**src/lvs_pkg.sv**
```systemverilog
// constants shared by the panel host controller and its helpers
package lvs_pkg;

   // ----------------------------------------------------------------
   // system clock and pixel clock
   // ----------------------------------------------------------------
   localparam int MCLK_NS = 8;
   localparam int MCLK_PS = 8000;
   localparam int PCLK_MIN_PS = 20000;
   localparam int PCLK_MAX_PS = 31250;
   localparam int PCLK_DIV = 3;

   // ----------------------------------------------------------------
   // raster, in pixel clocks and line periods
   // ----------------------------------------------------------------
   localparam int H_ACTIVE = 800;
   localparam int H_TOTAL = 1056;
   localparam int H_BLANK_MIN = 66;
   localparam int H_BLANK_MAX = 264;
   localparam int H_TOTAL_MIN = 866;
   localparam int H_TOTAL_MAX = 1064;
   localparam int V_ACTIVE = 600;
   localparam int V_TOTAL = 628;
   localparam int V_BLANK_MIN = 4;
   localparam int V_BLANK_MAX = 200;
   localparam int V_TOTAL_MIN = 604;
   localparam int V_TOTAL_MAX = 800;
   localparam int FRAME_HZ_MAX = 70;
   localparam int X_W = 11;
   localparam int Y_W = 10;

   // ----------------------------------------------------------------
   // power sequence times, in ms as printed
   // ----------------------------------------------------------------
   localparam int TP1_MIN_MS = 5;
   localparam int TP1_MAX_MS = 50;
   localparam int TP2_MIN_MS = 150;
   localparam int TP3_MIN_MS = 5;
   localparam int TP3_MAX_MS = 50;
   localparam int TP4_MIN_MS = 150;
   localparam int LOCK_MAX_MS = 1;

   // least time in ms to whole mclk cycles, rounded up
   function automatic int cyc_up(input int ms);
      cyc_up = (ms * 1000000 + MCLK_NS - 1) / MCLK_NS;
   endfunction

   localparam int SETTLE_CYC = cyc_up(TP1_MIN_MS);
   localparam int SETTLE_MAX_CYC = cyc_up(TP1_MAX_MS);
   localparam int BL_ON_CYC = cyc_up(TP2_MIN_MS);
   localparam int OFF_CYC = cyc_up(TP3_MIN_MS);
   localparam int BL_OFF_CYC = cyc_up(TP4_MIN_MS);
   localparam int LOCK_CYC = cyc_up(LOCK_MAX_MS);
   localparam int CNT_W = 25;

   // ----------------------------------------------------------------
   // pixel slot layout on the serializer lanes
   // ----------------------------------------------------------------
   localparam int COLOR_W = 8;
   localparam int LANE_W = 7;
   localparam int LANE2_DE_BIT = 4;
   localparam int LANE3_RSV_BIT = 6;
   localparam int DIM_W = 8;

endpackage

```
**src/lvs_lane_pack.sv**
```systemverilog
// maps one pixel colour and its qualifier onto the four lane slots
`timescale 1ns/1ps
module lvs_lane_pack
   import lvs_pkg::*;
(
   // pixel in
   input wire logic [3*COLOR_W-1:0] color,
   input wire logic pixelValid,
   input wire logic depth8,
   // lane slots out, bit 0 goes first
   output logic [LANE_W-1:0] lane0,
   output logic [LANE_W-1:0] lane1,
   output logic [LANE_W-1:0] lane2,
   output logic [LANE_W-1:0] lane3
);
   logic [COLOR_W-1:0] red;
   logic [COLOR_W-1:0] grn;
   logic [COLOR_W-1:0] blu;
   logic [5:0] r6;
   logic [5:0] g6;
   logic [5:0] b6;

   // 6-bit mode keeps the top six bits, so dark colours stay dark
   always_comb
   begin
      red = color[3*COLOR_W-1:2*COLOR_W];
      grn = color[2*COLOR_W-1:COLOR_W];
      blu = color[COLOR_W-1:0];
      r6 = depth8 ? red[5:0] : red[7:2];
      g6 = depth8 ? grn[5:0] : grn[7:2];
      b6 = depth8 ? blu[5:0] : blu[7:2];
      lane0 = {g6[0], r6};
      lane1 = {b6[1:0], g6[5:1]};
      lane2 = {2'h0, pixelValid, b6[5:2]};
      lane3 = 7'h00;
      if (depth8)
      begin
         lane3 = {1'h0, blu[7:6], grn[7:6], red[7:6]};
      end
   end
endmodule // lvs_lane_pack

```
**src/lvs_dim_pwm.sv**
```systemverilog
// free-running pulse-width modulator for backlight dimming
`timescale 1ns/1ps
module lvs_dim_pwm
   import lvs_pkg::*;
#(
   parameter int W = DIM_W
)
(
   // clock and reset
   input wire logic mclk,
   input wire logic rst,
   // control
   input wire logic enable,
   input wire logic [W-1:0] duty,
   // modulated output
   output logic pwmOut
);
   logic [W-1:0] cnt_ff;
   logic [W-1:0] nxt_cnt;
   logic pwm_ff;
   logic nxt_pwm;

   if (W < 2 || W > 16)
   begin : bad_width
      $error("dimming width out of range");
   end

   // duty of zero keeps the line low, full scale is 255 of 256
   always_comb
   begin
      nxt_cnt = cnt_ff + 1'b1;
      nxt_pwm = enable && (cnt_ff < duty);
   end

   always_ff @(posedge mclk or posedge rst)
   begin
      if (rst)
      begin
         cnt_ff <= '0;
         pwm_ff <= 1'b0;
      end
      else
      begin
         cnt_ff <= nxt_cnt;
         pwm_ff <= nxt_pwm;
      end
   end

   assign pwmOut = pwm_ff;
endmodule // lvs_dim_pwm

```
**src/lvs_panel_host.sv**
```systemverilog
// host controller: power order, raster and lanes for the 800x600 panel
`timescale 1ns/1ps
module lvs_panel_host
   import lvs_pkg::*;
#(
   parameter int SETTLE_C = SETTLE_CYC,
   parameter int BL_ON_C = BL_ON_CYC,
   parameter int BL_OFF_C = BL_OFF_CYC,
   parameter int OFF_C = OFF_CYC,
   parameter int LOCK_C = LOCK_CYC,
   parameter int H_ACT = H_ACTIVE,
   parameter int H_TOT = H_TOTAL,
   parameter int V_ACT = V_ACTIVE,
   parameter int V_TOT = V_TOTAL
)
(
   // clock and reset
   input wire logic mclk,
   input wire logic rst,
   // user orders
   input wire logic powerOn,
   input wire logic scanReverseCfg,
   input wire logic colorDepthCfg,
   input wire logic [DIM_W-1:0] dimDuty,
   input wire logic [3*COLOR_W-1:0] pixelColor,
   // user status and pixel fetch
   output logic pixReq,
   output logic [X_W-1:0] pixX,
   output logic [Y_W-1:0] pixY,
   output logic displayValid,
   // panel supply
   output logic supplyEn,
   input wire logic supplyGood,
   // panel straps and backlight
   output logic scanReverseStrap,
   output logic colorDepthStrap,
   output logic backlightEn,
   output logic dimPwm,
   // serializer side
   output logic pixelClock,
   output logic pixelValidQualifier,
   output logic [LANE_W-1:0] laneWord0,
   output logic [LANE_W-1:0] laneWord1,
   output logic [LANE_W-1:0] laneWord2,
   output logic [LANE_W-1:0] laneWord3
);
   // ----------------------------------------------------------------
   // configuration checks
   // ----------------------------------------------------------------
   if (PCLK_DIV * MCLK_PS < PCLK_MIN_PS ||
       PCLK_DIV * MCLK_PS > PCLK_MAX_PS)
   begin : bad_pclk
      $error("pixel clock divider out of range");
   end
   if (H_ACT != H_ACTIVE || V_ACT != V_ACTIVE)
   begin : bad_active
      $error("active area must be 800 by 600");
   end
   if (H_TOT - H_ACT < H_BLANK_MIN || H_TOT - H_ACT > H_BLANK_MAX ||
       H_TOT < H_TOTAL_MIN || H_TOT > H_TOTAL_MAX)
   begin : bad_line
      $error("line blanking out of range");
   end
   if (V_TOT - V_ACT < V_BLANK_MIN || V_TOT - V_ACT > V_BLANK_MAX ||
       V_TOT < V_TOTAL_MIN || V_TOT > V_TOTAL_MAX)
   begin : bad_frame
      $error("frame blanking out of range");
   end
   if (longint'(H_TOT) * V_TOT * PCLK_DIV * MCLK_NS * FRAME_HZ_MAX
       < 64'd1000000000)
   begin : bad_rate
      $error("frame rate above limit");
   end
   if (SETTLE_C < 1 || SETTLE_C > SETTLE_MAX_CYC || OFF_C < 1 ||
       BL_ON_C <= LOCK_C || BL_OFF_C < 1 || LOCK_C < 1 ||
       BL_ON_C >= (1 << CNT_W) || BL_OFF_C >= (1 << CNT_W))
   begin : bad_times
      $error("power sequence counts out of range");
   end

   // inside the active window of the raster
   function automatic logic is_active(input logic [X_W-1:0] x,
                                      input logic [Y_W-1:0] y);
      is_active = (x < X_W'(H_ACT)) && (y < Y_W'(V_ACT));
   endfunction

   // ----------------------------------------------------------------
   // supply-good pin synchroniser
   // ----------------------------------------------------------------
   logic sgMeta_ff, sgMid_ff, sgLate_ff, sgLvl_ff;
   logic nxt_sgLvl;

   // level moves only once the second and third stage agree
   always_comb
   begin
      nxt_sgLvl = (sgMid_ff == sgLate_ff) ? sgLate_ff : sgLvl_ff;
   end

   always_ff @(posedge mclk or posedge rst)
   begin
      if (rst)
      begin
         sgMeta_ff <= 1'b0;
         sgMid_ff <= 1'b0;
         sgLate_ff <= 1'b0;
         sgLvl_ff <= 1'b0;
      end
      else
      begin
         sgMeta_ff <= supplyGood;
         sgMid_ff <= sgMeta_ff;
         sgLate_ff <= sgMid_ff;
         sgLvl_ff <= nxt_sgLvl;
      end
   end

   // ----------------------------------------------------------------
   // power sequencer
   // ----------------------------------------------------------------
   typedef enum logic [2:0] {PWR_OFF, PWR_RAMP, PWR_SETTLE, PWR_VIDEO,
                             PWR_LIT, PWR_DARK, PWR_STOP, PWR_DRAIN}
      lvs_pwr_t;
   lvs_pwr_t pwr_ff, nxt_pwr;
   logic [CNT_W-1:0] seqCnt_ff, nxt_seqCnt;
   logic supplyEn_ff, nxt_supplyEn, videoRun_ff, nxt_videoRun;
   logic backlight_ff, nxt_backlight, valid_ff, nxt_valid;
   logic scanRev_ff, nxt_scanRev, depth8_ff, nxt_depth8;

   // straps only move while the panel is unpowered
   always_comb
   begin
      nxt_pwr = pwr_ff;
      nxt_seqCnt = seqCnt_ff + 1'b1;
      nxt_supplyEn = supplyEn_ff;
      nxt_videoRun = videoRun_ff;
      nxt_backlight = backlight_ff;
      nxt_valid = valid_ff;
      nxt_scanRev = scanRev_ff;
      nxt_depth8 = depth8_ff;
      unique case (pwr_ff)
         PWR_OFF:
         begin
            nxt_scanRev = scanReverseCfg;
            nxt_depth8 = colorDepthCfg;
            if (powerOn)
            begin
               nxt_pwr = PWR_RAMP;
               nxt_supplyEn = 1'b1;
            end
         end
         PWR_RAMP, PWR_SETTLE:
         begin
            if (!powerOn)
            begin
               nxt_pwr = PWR_DRAIN;
               nxt_supplyEn = 1'b0;
            end
            else if (pwr_ff == PWR_RAMP && sgLvl_ff)
            begin
               nxt_pwr = PWR_SETTLE;
               nxt_seqCnt = '0;
            end
            else if (pwr_ff == PWR_SETTLE &&
                     seqCnt_ff == CNT_W'(SETTLE_C - 1))
            begin
               nxt_pwr = PWR_VIDEO;
               nxt_videoRun = 1'b1;
               nxt_seqCnt = '0;
            end
         end
         PWR_VIDEO:
         begin
            if (seqCnt_ff == CNT_W'(LOCK_C - 1))
            begin
               nxt_valid = 1'b1;
            end
            if (!powerOn)
            begin
               nxt_pwr = PWR_STOP;
               nxt_videoRun = 1'b0;
               nxt_valid = 1'b0;
               nxt_seqCnt = '0;
            end
            else if (seqCnt_ff == CNT_W'(BL_ON_C - 1))
            begin
               nxt_pwr = PWR_LIT;
               nxt_backlight = 1'b1;
            end
         end
         PWR_LIT:
         begin
            nxt_seqCnt = '0;
            if (!powerOn)
            begin
               nxt_pwr = PWR_DARK;
               nxt_backlight = 1'b0;
            end
         end
         PWR_DARK:
         begin
            if (seqCnt_ff == CNT_W'(BL_OFF_C - 1))
            begin
               nxt_pwr = PWR_STOP;
               nxt_videoRun = 1'b0;
               nxt_valid = 1'b0;
               nxt_seqCnt = '0;
            end
         end
         PWR_STOP:
         begin
            if (seqCnt_ff == CNT_W'(OFF_C - 1))
            begin
               nxt_pwr = PWR_DRAIN;
               nxt_supplyEn = 1'b0;
            end
         end
         PWR_DRAIN:
         begin
            if (!sgLvl_ff)
            begin
               nxt_pwr = PWR_OFF;
            end
         end
      endcase
   end

   always_ff @(posedge mclk or posedge rst)
   begin
      if (rst)
      begin
         pwr_ff <= PWR_OFF;
         seqCnt_ff <= '0;
         supplyEn_ff <= 1'b0;
         videoRun_ff <= 1'b0;
         backlight_ff <= 1'b0;
         valid_ff <= 1'b0;
         scanRev_ff <= 1'b0;
         depth8_ff <= 1'b0;
      end
      else
      begin
         pwr_ff <= nxt_pwr;
         seqCnt_ff <= nxt_seqCnt;
         supplyEn_ff <= nxt_supplyEn;
         videoRun_ff <= nxt_videoRun;
         backlight_ff <= nxt_backlight;
         valid_ff <= nxt_valid;
         scanRev_ff <= nxt_scanRev;
         depth8_ff <= nxt_depth8;
      end
   end

   // ----------------------------------------------------------------
   // raster generator, one pixel every PCLK_DIV mclk cycles
   // ----------------------------------------------------------------
   logic [1:0] ph_ff, nxt_ph;
   logic [X_W-1:0] hCnt_ff, nxt_hCnt;
   logic [Y_W-1:0] vCnt_ff, nxt_vCnt;
   logic pclk_ff, nxt_pclk, de_ff, nxt_de, req_ff, nxt_req;
   logic [LANE_W-1:0] ln0_ff, ln1_ff, ln2_ff, ln3_ff;
   logic [LANE_W-1:0] nxt_ln0, nxt_ln1, nxt_ln2, nxt_ln3;
   logic [LANE_W-1:0] pk0, pk1, pk2, pk3;
   logic tick;

   // qualifier follows the window exactly, never a free-run guess
   lvs_lane_pack u_pack (
      .color(pixelColor),
      .pixelValid(is_active(hCnt_ff, vCnt_ff)),
      .depth8(depth8_ff),
      .lane0(pk0),
      .lane1(pk1),
      .lane2(pk2),
      .lane3(pk3)
   );

   // outputs change as the clock falls; rising edge sees stable data
   always_comb
   begin
      tick = (ph_ff == 2'(PCLK_DIV - 1));
      nxt_ph = tick ? 2'h0 : ph_ff + 2'h1;
      nxt_hCnt = hCnt_ff;
      nxt_vCnt = vCnt_ff;
      nxt_de = de_ff;
      nxt_ln0 = ln0_ff;
      nxt_ln1 = ln1_ff;
      nxt_ln2 = ln2_ff;
      nxt_ln3 = ln3_ff;
      nxt_pclk = videoRun_ff && (nxt_ph != 2'h0);
      nxt_req = videoRun_ff && (ph_ff == 2'h0) && is_active(hCnt_ff, vCnt_ff);
      if (!videoRun_ff)
      begin
         nxt_ph = 2'h0;
         nxt_hCnt = '0;
         nxt_vCnt = '0;
         nxt_de = 1'b0;
         nxt_ln0 = '0;
         nxt_ln1 = '0;
         nxt_ln2 = '0;
         nxt_ln3 = '0;
      end
      else if (tick)
      begin
         nxt_de = is_active(hCnt_ff, vCnt_ff);
         nxt_ln0 = pk0;
         nxt_ln1 = pk1;
         nxt_ln2 = pk2;
         nxt_ln3 = pk3;
         nxt_hCnt = hCnt_ff + 1'b1;
         if (hCnt_ff == X_W'(H_TOT - 1))
         begin
            nxt_hCnt = '0;
            nxt_vCnt = (vCnt_ff == Y_W'(V_TOT - 1)) ? '0 : vCnt_ff + 1'b1;
         end
      end
   end

   always_ff @(posedge mclk or posedge rst)
   begin
      if (rst)
      begin
         ph_ff <= 2'h0;
         hCnt_ff <= '0;
         vCnt_ff <= '0;
         pclk_ff <= 1'b0;
         de_ff <= 1'b0;
         req_ff <= 1'b0;
         ln0_ff <= '0;
         ln1_ff <= '0;
         ln2_ff <= '0;
         ln3_ff <= '0;
      end
      else
      begin
         ph_ff <= nxt_ph;
         hCnt_ff <= nxt_hCnt;
         vCnt_ff <= nxt_vCnt;
         pclk_ff <= nxt_pclk;
         de_ff <= nxt_de;
         req_ff <= nxt_req;
         ln0_ff <= nxt_ln0;
         ln1_ff <= nxt_ln1;
         ln2_ff <= nxt_ln2;
         ln3_ff <= nxt_ln3;
      end
   end

   // backlight dimming
   lvs_dim_pwm #(.W(DIM_W)) u_pwm (
      .mclk(mclk),
      .rst(rst),
      .enable(backlight_ff),
      .duty(dimDuty),
      .pwmOut(dimPwm)
   );

   assign pixReq = req_ff;
   assign pixX = hCnt_ff;
   assign pixY = vCnt_ff;
   assign displayValid = valid_ff;
   assign supplyEn = supplyEn_ff;
   assign scanReverseStrap = scanRev_ff;
   assign colorDepthStrap = depth8_ff;
   assign backlightEn = backlight_ff;
   assign pixelClock = pclk_ff;
   assign pixelValidQualifier = de_ff;
   assign laneWord0 = ln0_ff;
   assign laneWord1 = ln1_ff;
   assign laneWord2 = ln2_ff;
   assign laneWord3 = ln3_ff;

   // ----------------------------------------------------------------
   // checks
   // ----------------------------------------------------------------
   logic [CNT_W-1:0] vidAge_ff, darkAge_ff, stopAge_ff, goodAge_ff;
   logic [X_W-1:0] deRun_ff;

   // helper ages saturate, the deRun_ff count does not; all read only by the checks below
   always_ff @(posedge mclk or posedge rst)
   begin
      if (rst)
      begin
         vidAge_ff <= '0;
         darkAge_ff <= '0;
         stopAge_ff <= '0;
         goodAge_ff <= '0;
         deRun_ff <= '0;
      end
      else
      begin
         vidAge_ff <= !videoRun_ff ? '0 : vidAge_ff + 1'(~&vidAge_ff);
         darkAge_ff <= backlight_ff ? '0 : darkAge_ff + 1'(~&darkAge_ff);
         stopAge_ff <= videoRun_ff ? '0 : stopAge_ff + 1'(~&stopAge_ff);
         goodAge_ff <= !sgLvl_ff ? '0 : goodAge_ff + 1'(~&goodAge_ff);
         deRun_ff <= !de_ff ? '0 : deRun_ff + X_W'(tick);
      end
   end
endmodule // lvs_panel_host

```
**config.mk**
```make
export PLATFORM = sky130hd
export DESIGN_NAME = lvs_panel_host
export DESIGN_NICKNAME = d
export VERILOG_FILES = /design/src/lvs_pkg.sv /design/src/lvs_lane_pack.sv /design/src/lvs_dim_pwm.sv /design/src/lvs_panel_host.sv
export SDC_FILE = /design/constraint.sdc
export NUM_CORES = 1
export LEC_CHECK = 0
export ABC_CLOCK_PERIOD_IN_PS = 3500
export BUFFER_PORTS_ARGS = -buffer_cell sky130_fd_sc_hd__clkbuf_2
export CELL_PAD_IN_SITES_DETAIL_PLACEMENT = 1
export CELL_PAD_IN_SITES_GLOBAL_PLACEMENT = 1
export CORE_AREA = 2 2 160 84
export DETAILED_ROUTE_END_ITERATION = 7
export DIE_AREA = 0 0 162 86
export MAX_ROUTING_LAYER = met4
export PLACE_DENSITY_LB_ADDON = 0.1
export SLEW_MARGIN = 15
export SYNTH_ARGS = -nofsm -noshare
export SYNTH_HDL_FRONTEND = slang
export SYNTH_HIERARCHICAL = 1
export SYNTH_SLANG_ARGS = --single-unit
export TNS_END_PERCENT = 100
```
**constraint.sdc**
```tcl
create_clock -name mclk -period 3.5 [get_ports mclk]
set_input_delay 0.7 -clock mclk [delete_from_list [all_inputs] [get_ports mclk]]
set_output_delay 0.7 -clock mclk [all_outputs]
set_load 0.02 [all_outputs]
```
=== After elaboration in Yosys (flattened, before gate mapping) ===
Index checks and enable logic that the tools add are counted.

* RAM bits: 0
* Register bits: 101
* Memory bits (read-only): 0
* Input port bits: 38
* Memories kept: 0
* Word-level logic and storage cells: 139
* Bits in latches: 0

* Bitwise logic cells: 0
* Add/subtract/negate cells: 5
* $mul: 0
* Mux-type cells: 55
* Order comparisons: 3
* Reduce and logical (&&, ||, !) cells: 21
* Shift operators: 0
* Eq/ne operators: 31
* Div/mod/pow operators: 0

{| class="wikitable"
|+ Operators with widths
! cell !! count
|-
| $mux 25 || 5
|-
| $pmux 25 s4 || 1
|-
| $mux 7 || 8
|-
| $mux 10 || 4
|-
| $mux 11 || 3
|-
| $mux 3 || 10
|-
| $add 25x1->25 const B || 1
|-
| $eq 25x17->1 const B || 1
|-
| $eq 25x20->1 const B || 1
|-
| $eq 25x25->1 const B || 1
|-
| $mux 6 || 4
|-
| $ne 2x2->1 const B || 12
|-
| $pmux 3 s7 || 1
|-
| $mux 1 || 13
|-
| $eq 3x3->1 const B || 4
|-
| $add 11x1->11 const B || 1
|-
| $eq 11x11->1 const B || 1
|-
| $lt 11x10->1 const B || 1
|-
| $add 10x1->10 const B || 1
|-
| $eq 10x10->1 const B || 1
|-
| $lt 10x10->1 const B || 1
|-
| $add 8x1->8 const B || 1
|-
| $lt 8x8->1 || 1
|-
| $reduce_and 4->1 || 2
|-
| other kinds (21) || 36
|}

=== Logic depth before layout (Yosys ltp) ===
* Depth in word-level cells: 6
* Mapped depth: 7
* Mapped depth without buffers: 6

=== Cells and area by module ===
The synthesis kept the hierarchy.

{| class="wikitable"
|+ By module, submodules not included
! module !! cells an instance !! area each (µm²) !! instances
|-
| lvs_panel_host || 474 || 4,391.7 || 1
|-
| lvs_dim_pwm || 46 || 519.2 || 1
|-
| lvs_lane_pack || 32 || 369.1 || 1
|}

=== Worst setup path after synthesis ===
No wires, ideal clock.

* Path type: flip-flop to flip-flop
* From: register seqCnt_ff[7]
* To: register seqCnt_ff[11]
* Path buffers: 1
* Setup slack: 1.345 ns
* Stages on the path, launching flop included: 7
* Clock period less this slack: 2.155 ns
* Data arrival time: 2.036 ns
* Cells stage by stage: dfrtp_1 -> or4_4 -> or4_4 -> nor3_2 -> o21a_4 -> buf_6 -> nor2_1

* Word-level cells in the longest chain between the ends: 6
* Elaborated cells between the ends (all ways): 10

{| class="wikitable"
|+ Ends and longest elaborated chain
! what !! line !! RTL
|-
| from (decl) || lvs_panel_host.sv:124 || <nowiki>logic [CNT_W-1:0] seqCnt_ff, nxt_seqCnt;</nowiki>
|-
| from (signal assigned) || lvs_panel_host.sv:243 || <nowiki>seqCnt_ff <= nxt_seqCnt;</nowiki>
|-
| parallel branches: the longest is 5 deep, another holds $add 25x1->25 || -- ||
|-
| $pmux 25 s4 (*) || lvs_panel_host.sv:140 || <nowiki>unique case (pwr_ff)</nowiki>
|-
| via nxt_seqCnt[11] || lvs_panel_host.sv:124 ||
|}

Mark *: on every way through the listed nets, which the timed path passes.
A chain may end at the register's enable or synchronous reset.

=== Final worst setup path ===
* From: register hCnt_ff[0] (netlist: pixX[0])
* To: register vCnt_ff[7] (netlist: pixY[7])

* Word-level cells in the longest chain between the ends: 3

{| class="wikitable"
|+ Ends and longest elaborated chain
! what !! line !! RTL
|-
| from (decl) || lvs_panel_host.sv:257 || <nowiki>logic [X_W-1:0] hCnt_ff, nxt_hCnt;</nowiki>
|-
| from (signal assigned) || lvs_panel_host.sv:335 || <nowiki>hCnt_ff <= nxt_hCnt;</nowiki>
|-
| $eq 11x11->1 || lvs_panel_host.sv:309 || <nowiki>if (hCnt_ff == X_W'(H_TOT - 1))</nowiki>
|-
| $ne 2x1->1 (no source line) || -- ||
|-
| $reduce_and 2->1 (no source line) || -- ||
|-
| to (signal assigned) || lvs_panel_host.sv:336 || <nowiki>vCnt_ff <= nxt_vCnt;</nowiki>
|-
| to (decl) || lvs_panel_host.sv:258 || <nowiki>logic [Y_W-1:0] vCnt_ff, nxt_vCnt;</nowiki>
|}

No other way between the ends.

==> results.ini <==
[floorplanning]
die_height_um=86
core_um2=12400
die_width_um=162
die_area_um2=13900
io_pins=96
start_util=0.425
row_count=29

[route]
avgViaCountPerCell=5.47
wirelength_mm=15.2
vias=4469
ant_nets=0
drt_iter0_markers=196
wl_per_cell_um=18.6
drc_errors=0
dr.pass1.iters=4

[finish]
drive_above_1_share=0.232
utilization=0.501
n_antenna_cell=0
fin_cells=817
layout.nets=692
syn_to_final_growth_pct=17.8

[timing]
rsz0062_at_grt=false
worstMarginPinSlew_ns=1.10
clock_skew_ns=0.00895
post-route-period-util=0.705
fin_crit_ns=2.47
slew_headroom=0.261
hold_viol=0
max_freq_mhz=406
report.final.setup_viol=0
hold_ws_ns=0.318
fin_setup_tns_ns=0
drv_slew=0

[logic_synthesis]
synth_edf_count=0
ys_seq_elements=101
synthArstFlopShare=1.00
syn-mean-instance-area_um2=9.57
synth_warnings=6
ys_seq_area_frac=0.479
synth.distinct_cells=60
syn_inst=552
netlist_area_um2=5280
synth_ff_type=dfrtp_1

[clock_tree]
postCtsSetupBuffers=0
htree_levels=3
clkLatencyLatePin_ns=0.35
clkTransAtPathRegs_ns=0.07
cts_resized=0
root_buffer=clkbuf_16
hold_buffers=0
numCtsBuffers=9
clockBufferDepth=2
cts_tree=built
cts.sinks=101

[flow_run]
drv_cap=0

[placement]
post-place-cells=802
place.gp.congestion=0.835
hpwl_mm=11.2
place.port_buffers=95

[power]
switching_share=0.293
p_sw_w=0.000918
p_comb_frac=0.207
cellPowerDensity_nw_per_um2=503
power_w=0.00313
p_clk_frac=0.364
p_int_w=0.00221
power_frac_seq=0.430
ir_drop_mv=0.249
p_leak_nw=2.85

[worst_setup_path]
worstSetupPathType=reg2reg
path_max_fanout=7
ff2ff_setup_slack_ns=1.03
cp-end-kind=flip-flop
worstSetupStartpointType=flip-flop
required_ns=3.73
cp.arrival_ns=2.69

[grt]
grt_pass1_wl_mm=24.9
grt_max_degree=36
grt_util_all_layers=0.235
grt_overflow=0
grt_pass1_vias=4529
antenna_found_initial=0

[worst_hold_path]
hold_class=in2async

[run_status]
status=complete, no violations

flip-flops by register name, indices dropped and copies added (netlist names), 2 cells and up:
| signal | flops |
|---|---|
| laneWord0 | 7 |
| laneWord1 | 7 |
| laneWord2 | 7 |
| laneWord3 | 7 |
| ph_ff | 2 |
| pixX | 11 |
| pixY | 10 |
| pwr_ff | 3 |
| seqCnt_ff | 25 |
| u_pwm/cnt_ff | 8 |
logic make-up after synthesis:
family	share of synthesized area
buf+inv	0.0436
other cells	0.000710
flops	0.479
simple gates	0.218
mux	0.0526
compound gates	0.121
fa+ha+maj	0.0280
xor+xnor	0.0581
cells in the mapped netlist, types with 2 or more instances:
| library cell | instances | share of area |
|---|---|---|
| nand3_1 | 30 | 0.028 |
| buf_6 | 4 | 0.0085 |
| a21o_1 | 3 | 0.0043 |
| o311ai_0 | 2 | 0.0033 |
| mux2_2 | 6 | 0.013 |
| a211oi_1 | 2 | 0.0028 |
| and2_1 | 8 | 0.0095 |
| and4_1 | 2 | 0.0033 |
| xor2_1 | 23 | 0.038 |
| nand2_1 | 95 | 0.068 |
| buf_4 | 4 | 0.0057 |
| nor2b_1 | 6 | 0.0071 |
| clkbuf_1 | 17 | 0.012 |
| inv_1 | 16 | 0.011 |
| nor3b_1 | 3 | 0.0043 |
| o211ai_1 | 2 | 0.0028 |
| or3b_2 | 3 | 0.0050 |
| dfrtp_1 | 101 | 0.48 |
| nand2b_1 | 7 | 0.0083 |
| nor2_1 | 42 | 0.030 |
| a21oi_1 | 39 | 0.037 |
| a31oi_1 | 5 | 0.0059 |
| o41ai_1 | 4 | 0.0066 |
| nand4_1 | 11 | 0.013 |
| o31ai_1 | 8 | 0.011 |
| clkinv_1 | 2 | 0.0014 |
| or4_1 | 3 | 0.0043 |
| and3_1 | 9 | 0.011 |
| ha_1 | 11 | 0.026 |
| mux2_4 | 14 | 0.040 |
| o21ai_0 | 20 | 0.019 |
| xnor2_1 | 12 | 0.020 |
| nor3_1 | 6 | 0.0057 |
| or4_4 | 2 | 0.0043 |
| nor4_1 | 5 | 0.0059 |
placed cells by master, fill, tap and decap left out, drive strengths merged, types with 3 or more instances in the layout:
cell type / n
nor3b: 3
xor2: 23
nand2b: 7
ha: 11
nor2: 42
a21o: 3
and2: 8
xnor2: 12
conb: 3
nand2: 95
a211oi: 3
clkinv: 3
nor2b: 6
or4: 5
o21ai: 21
buf: 10
a21oi: 39
inv: 15
dfrtp: 101
nor4: 5
a31oi: 5
o31ai: 8
and3: 9
clkbuf: 106
bufinv: 3
mux2: 20
or3b: 3
nand3: 30
nor3: 7
nand4: 11
o41ai: 4
area by class of cell:
type / count / area (µm²)
Clock buffer: 11 / 233
Clock inverter: 4 / 97.6
Fill cell: 1486 / 6190
Inverter: 18 / 68.8
Multi-Input combinational cell: 408 / 2530
Sequential cell: 101 / 2530
Tap cell: 170 / 213
Timing Repair Buffer: 105 / 551
power by group through the flow:
stage               clock network, W  registers [W]  logic [W]
detailed placement                 0        0.00136   0.000648
finish                       0.00114        0.00135   0.000647
CTS                          0.00116        0.00134   0.000653
floorplan                          0        0.00133   0.000572
global route                 0.00121        0.00136   0.000712
global placement                   0        0.00136   0.000628
worst max-delay path: stages, from the launching register on:
cell     delay (ns)
dfrtp_1        0.50
ha_1           0.25
nand4_1        0.24
nor4_1         0.62
nand2_1        0.31
o41ai_1        0.42
final timing paths:
path,startpoint,end,cells past startpoint
min in group mclk,sgMeta_ff,sgMid_ff,0
max,pixX[0],pixY[7],5
max in group asynchronous,rst,laneWord1[3],3
min reg2reg,sgMeta_ff,sgMid_ff,0
min,rst,u_pwm/cnt_ff[0],2
max reg2reg,pixX[0],pixY[7],5
layer usage:
| layer | vias to the layer above | track usage | part of all wire |
|---|---|---|---|
| li1 | 2105 | - | - |
| met1 | 2231 | 0.345 | 0.51 |
| met2 | 125 | 0.326 | 0.41 |
| met3 | 8 | 0.0633 | 0.075 |
| met4 | 0 | 0.0394 | 0.0052 |
| met5 | - | - | 0 |
metrics by stage:
stage | area (µm²) | setup WS, ns
finish | 6220 | 1.03
global route | 6220 | 0.714
CTS | 6220 | 1.04
detailed placement | 5890 | 1.04
global placement | 5890 | 1.14
floorplan | 5290 | 0.408
No activity file was read; power rests on OpenSTA's default activity.
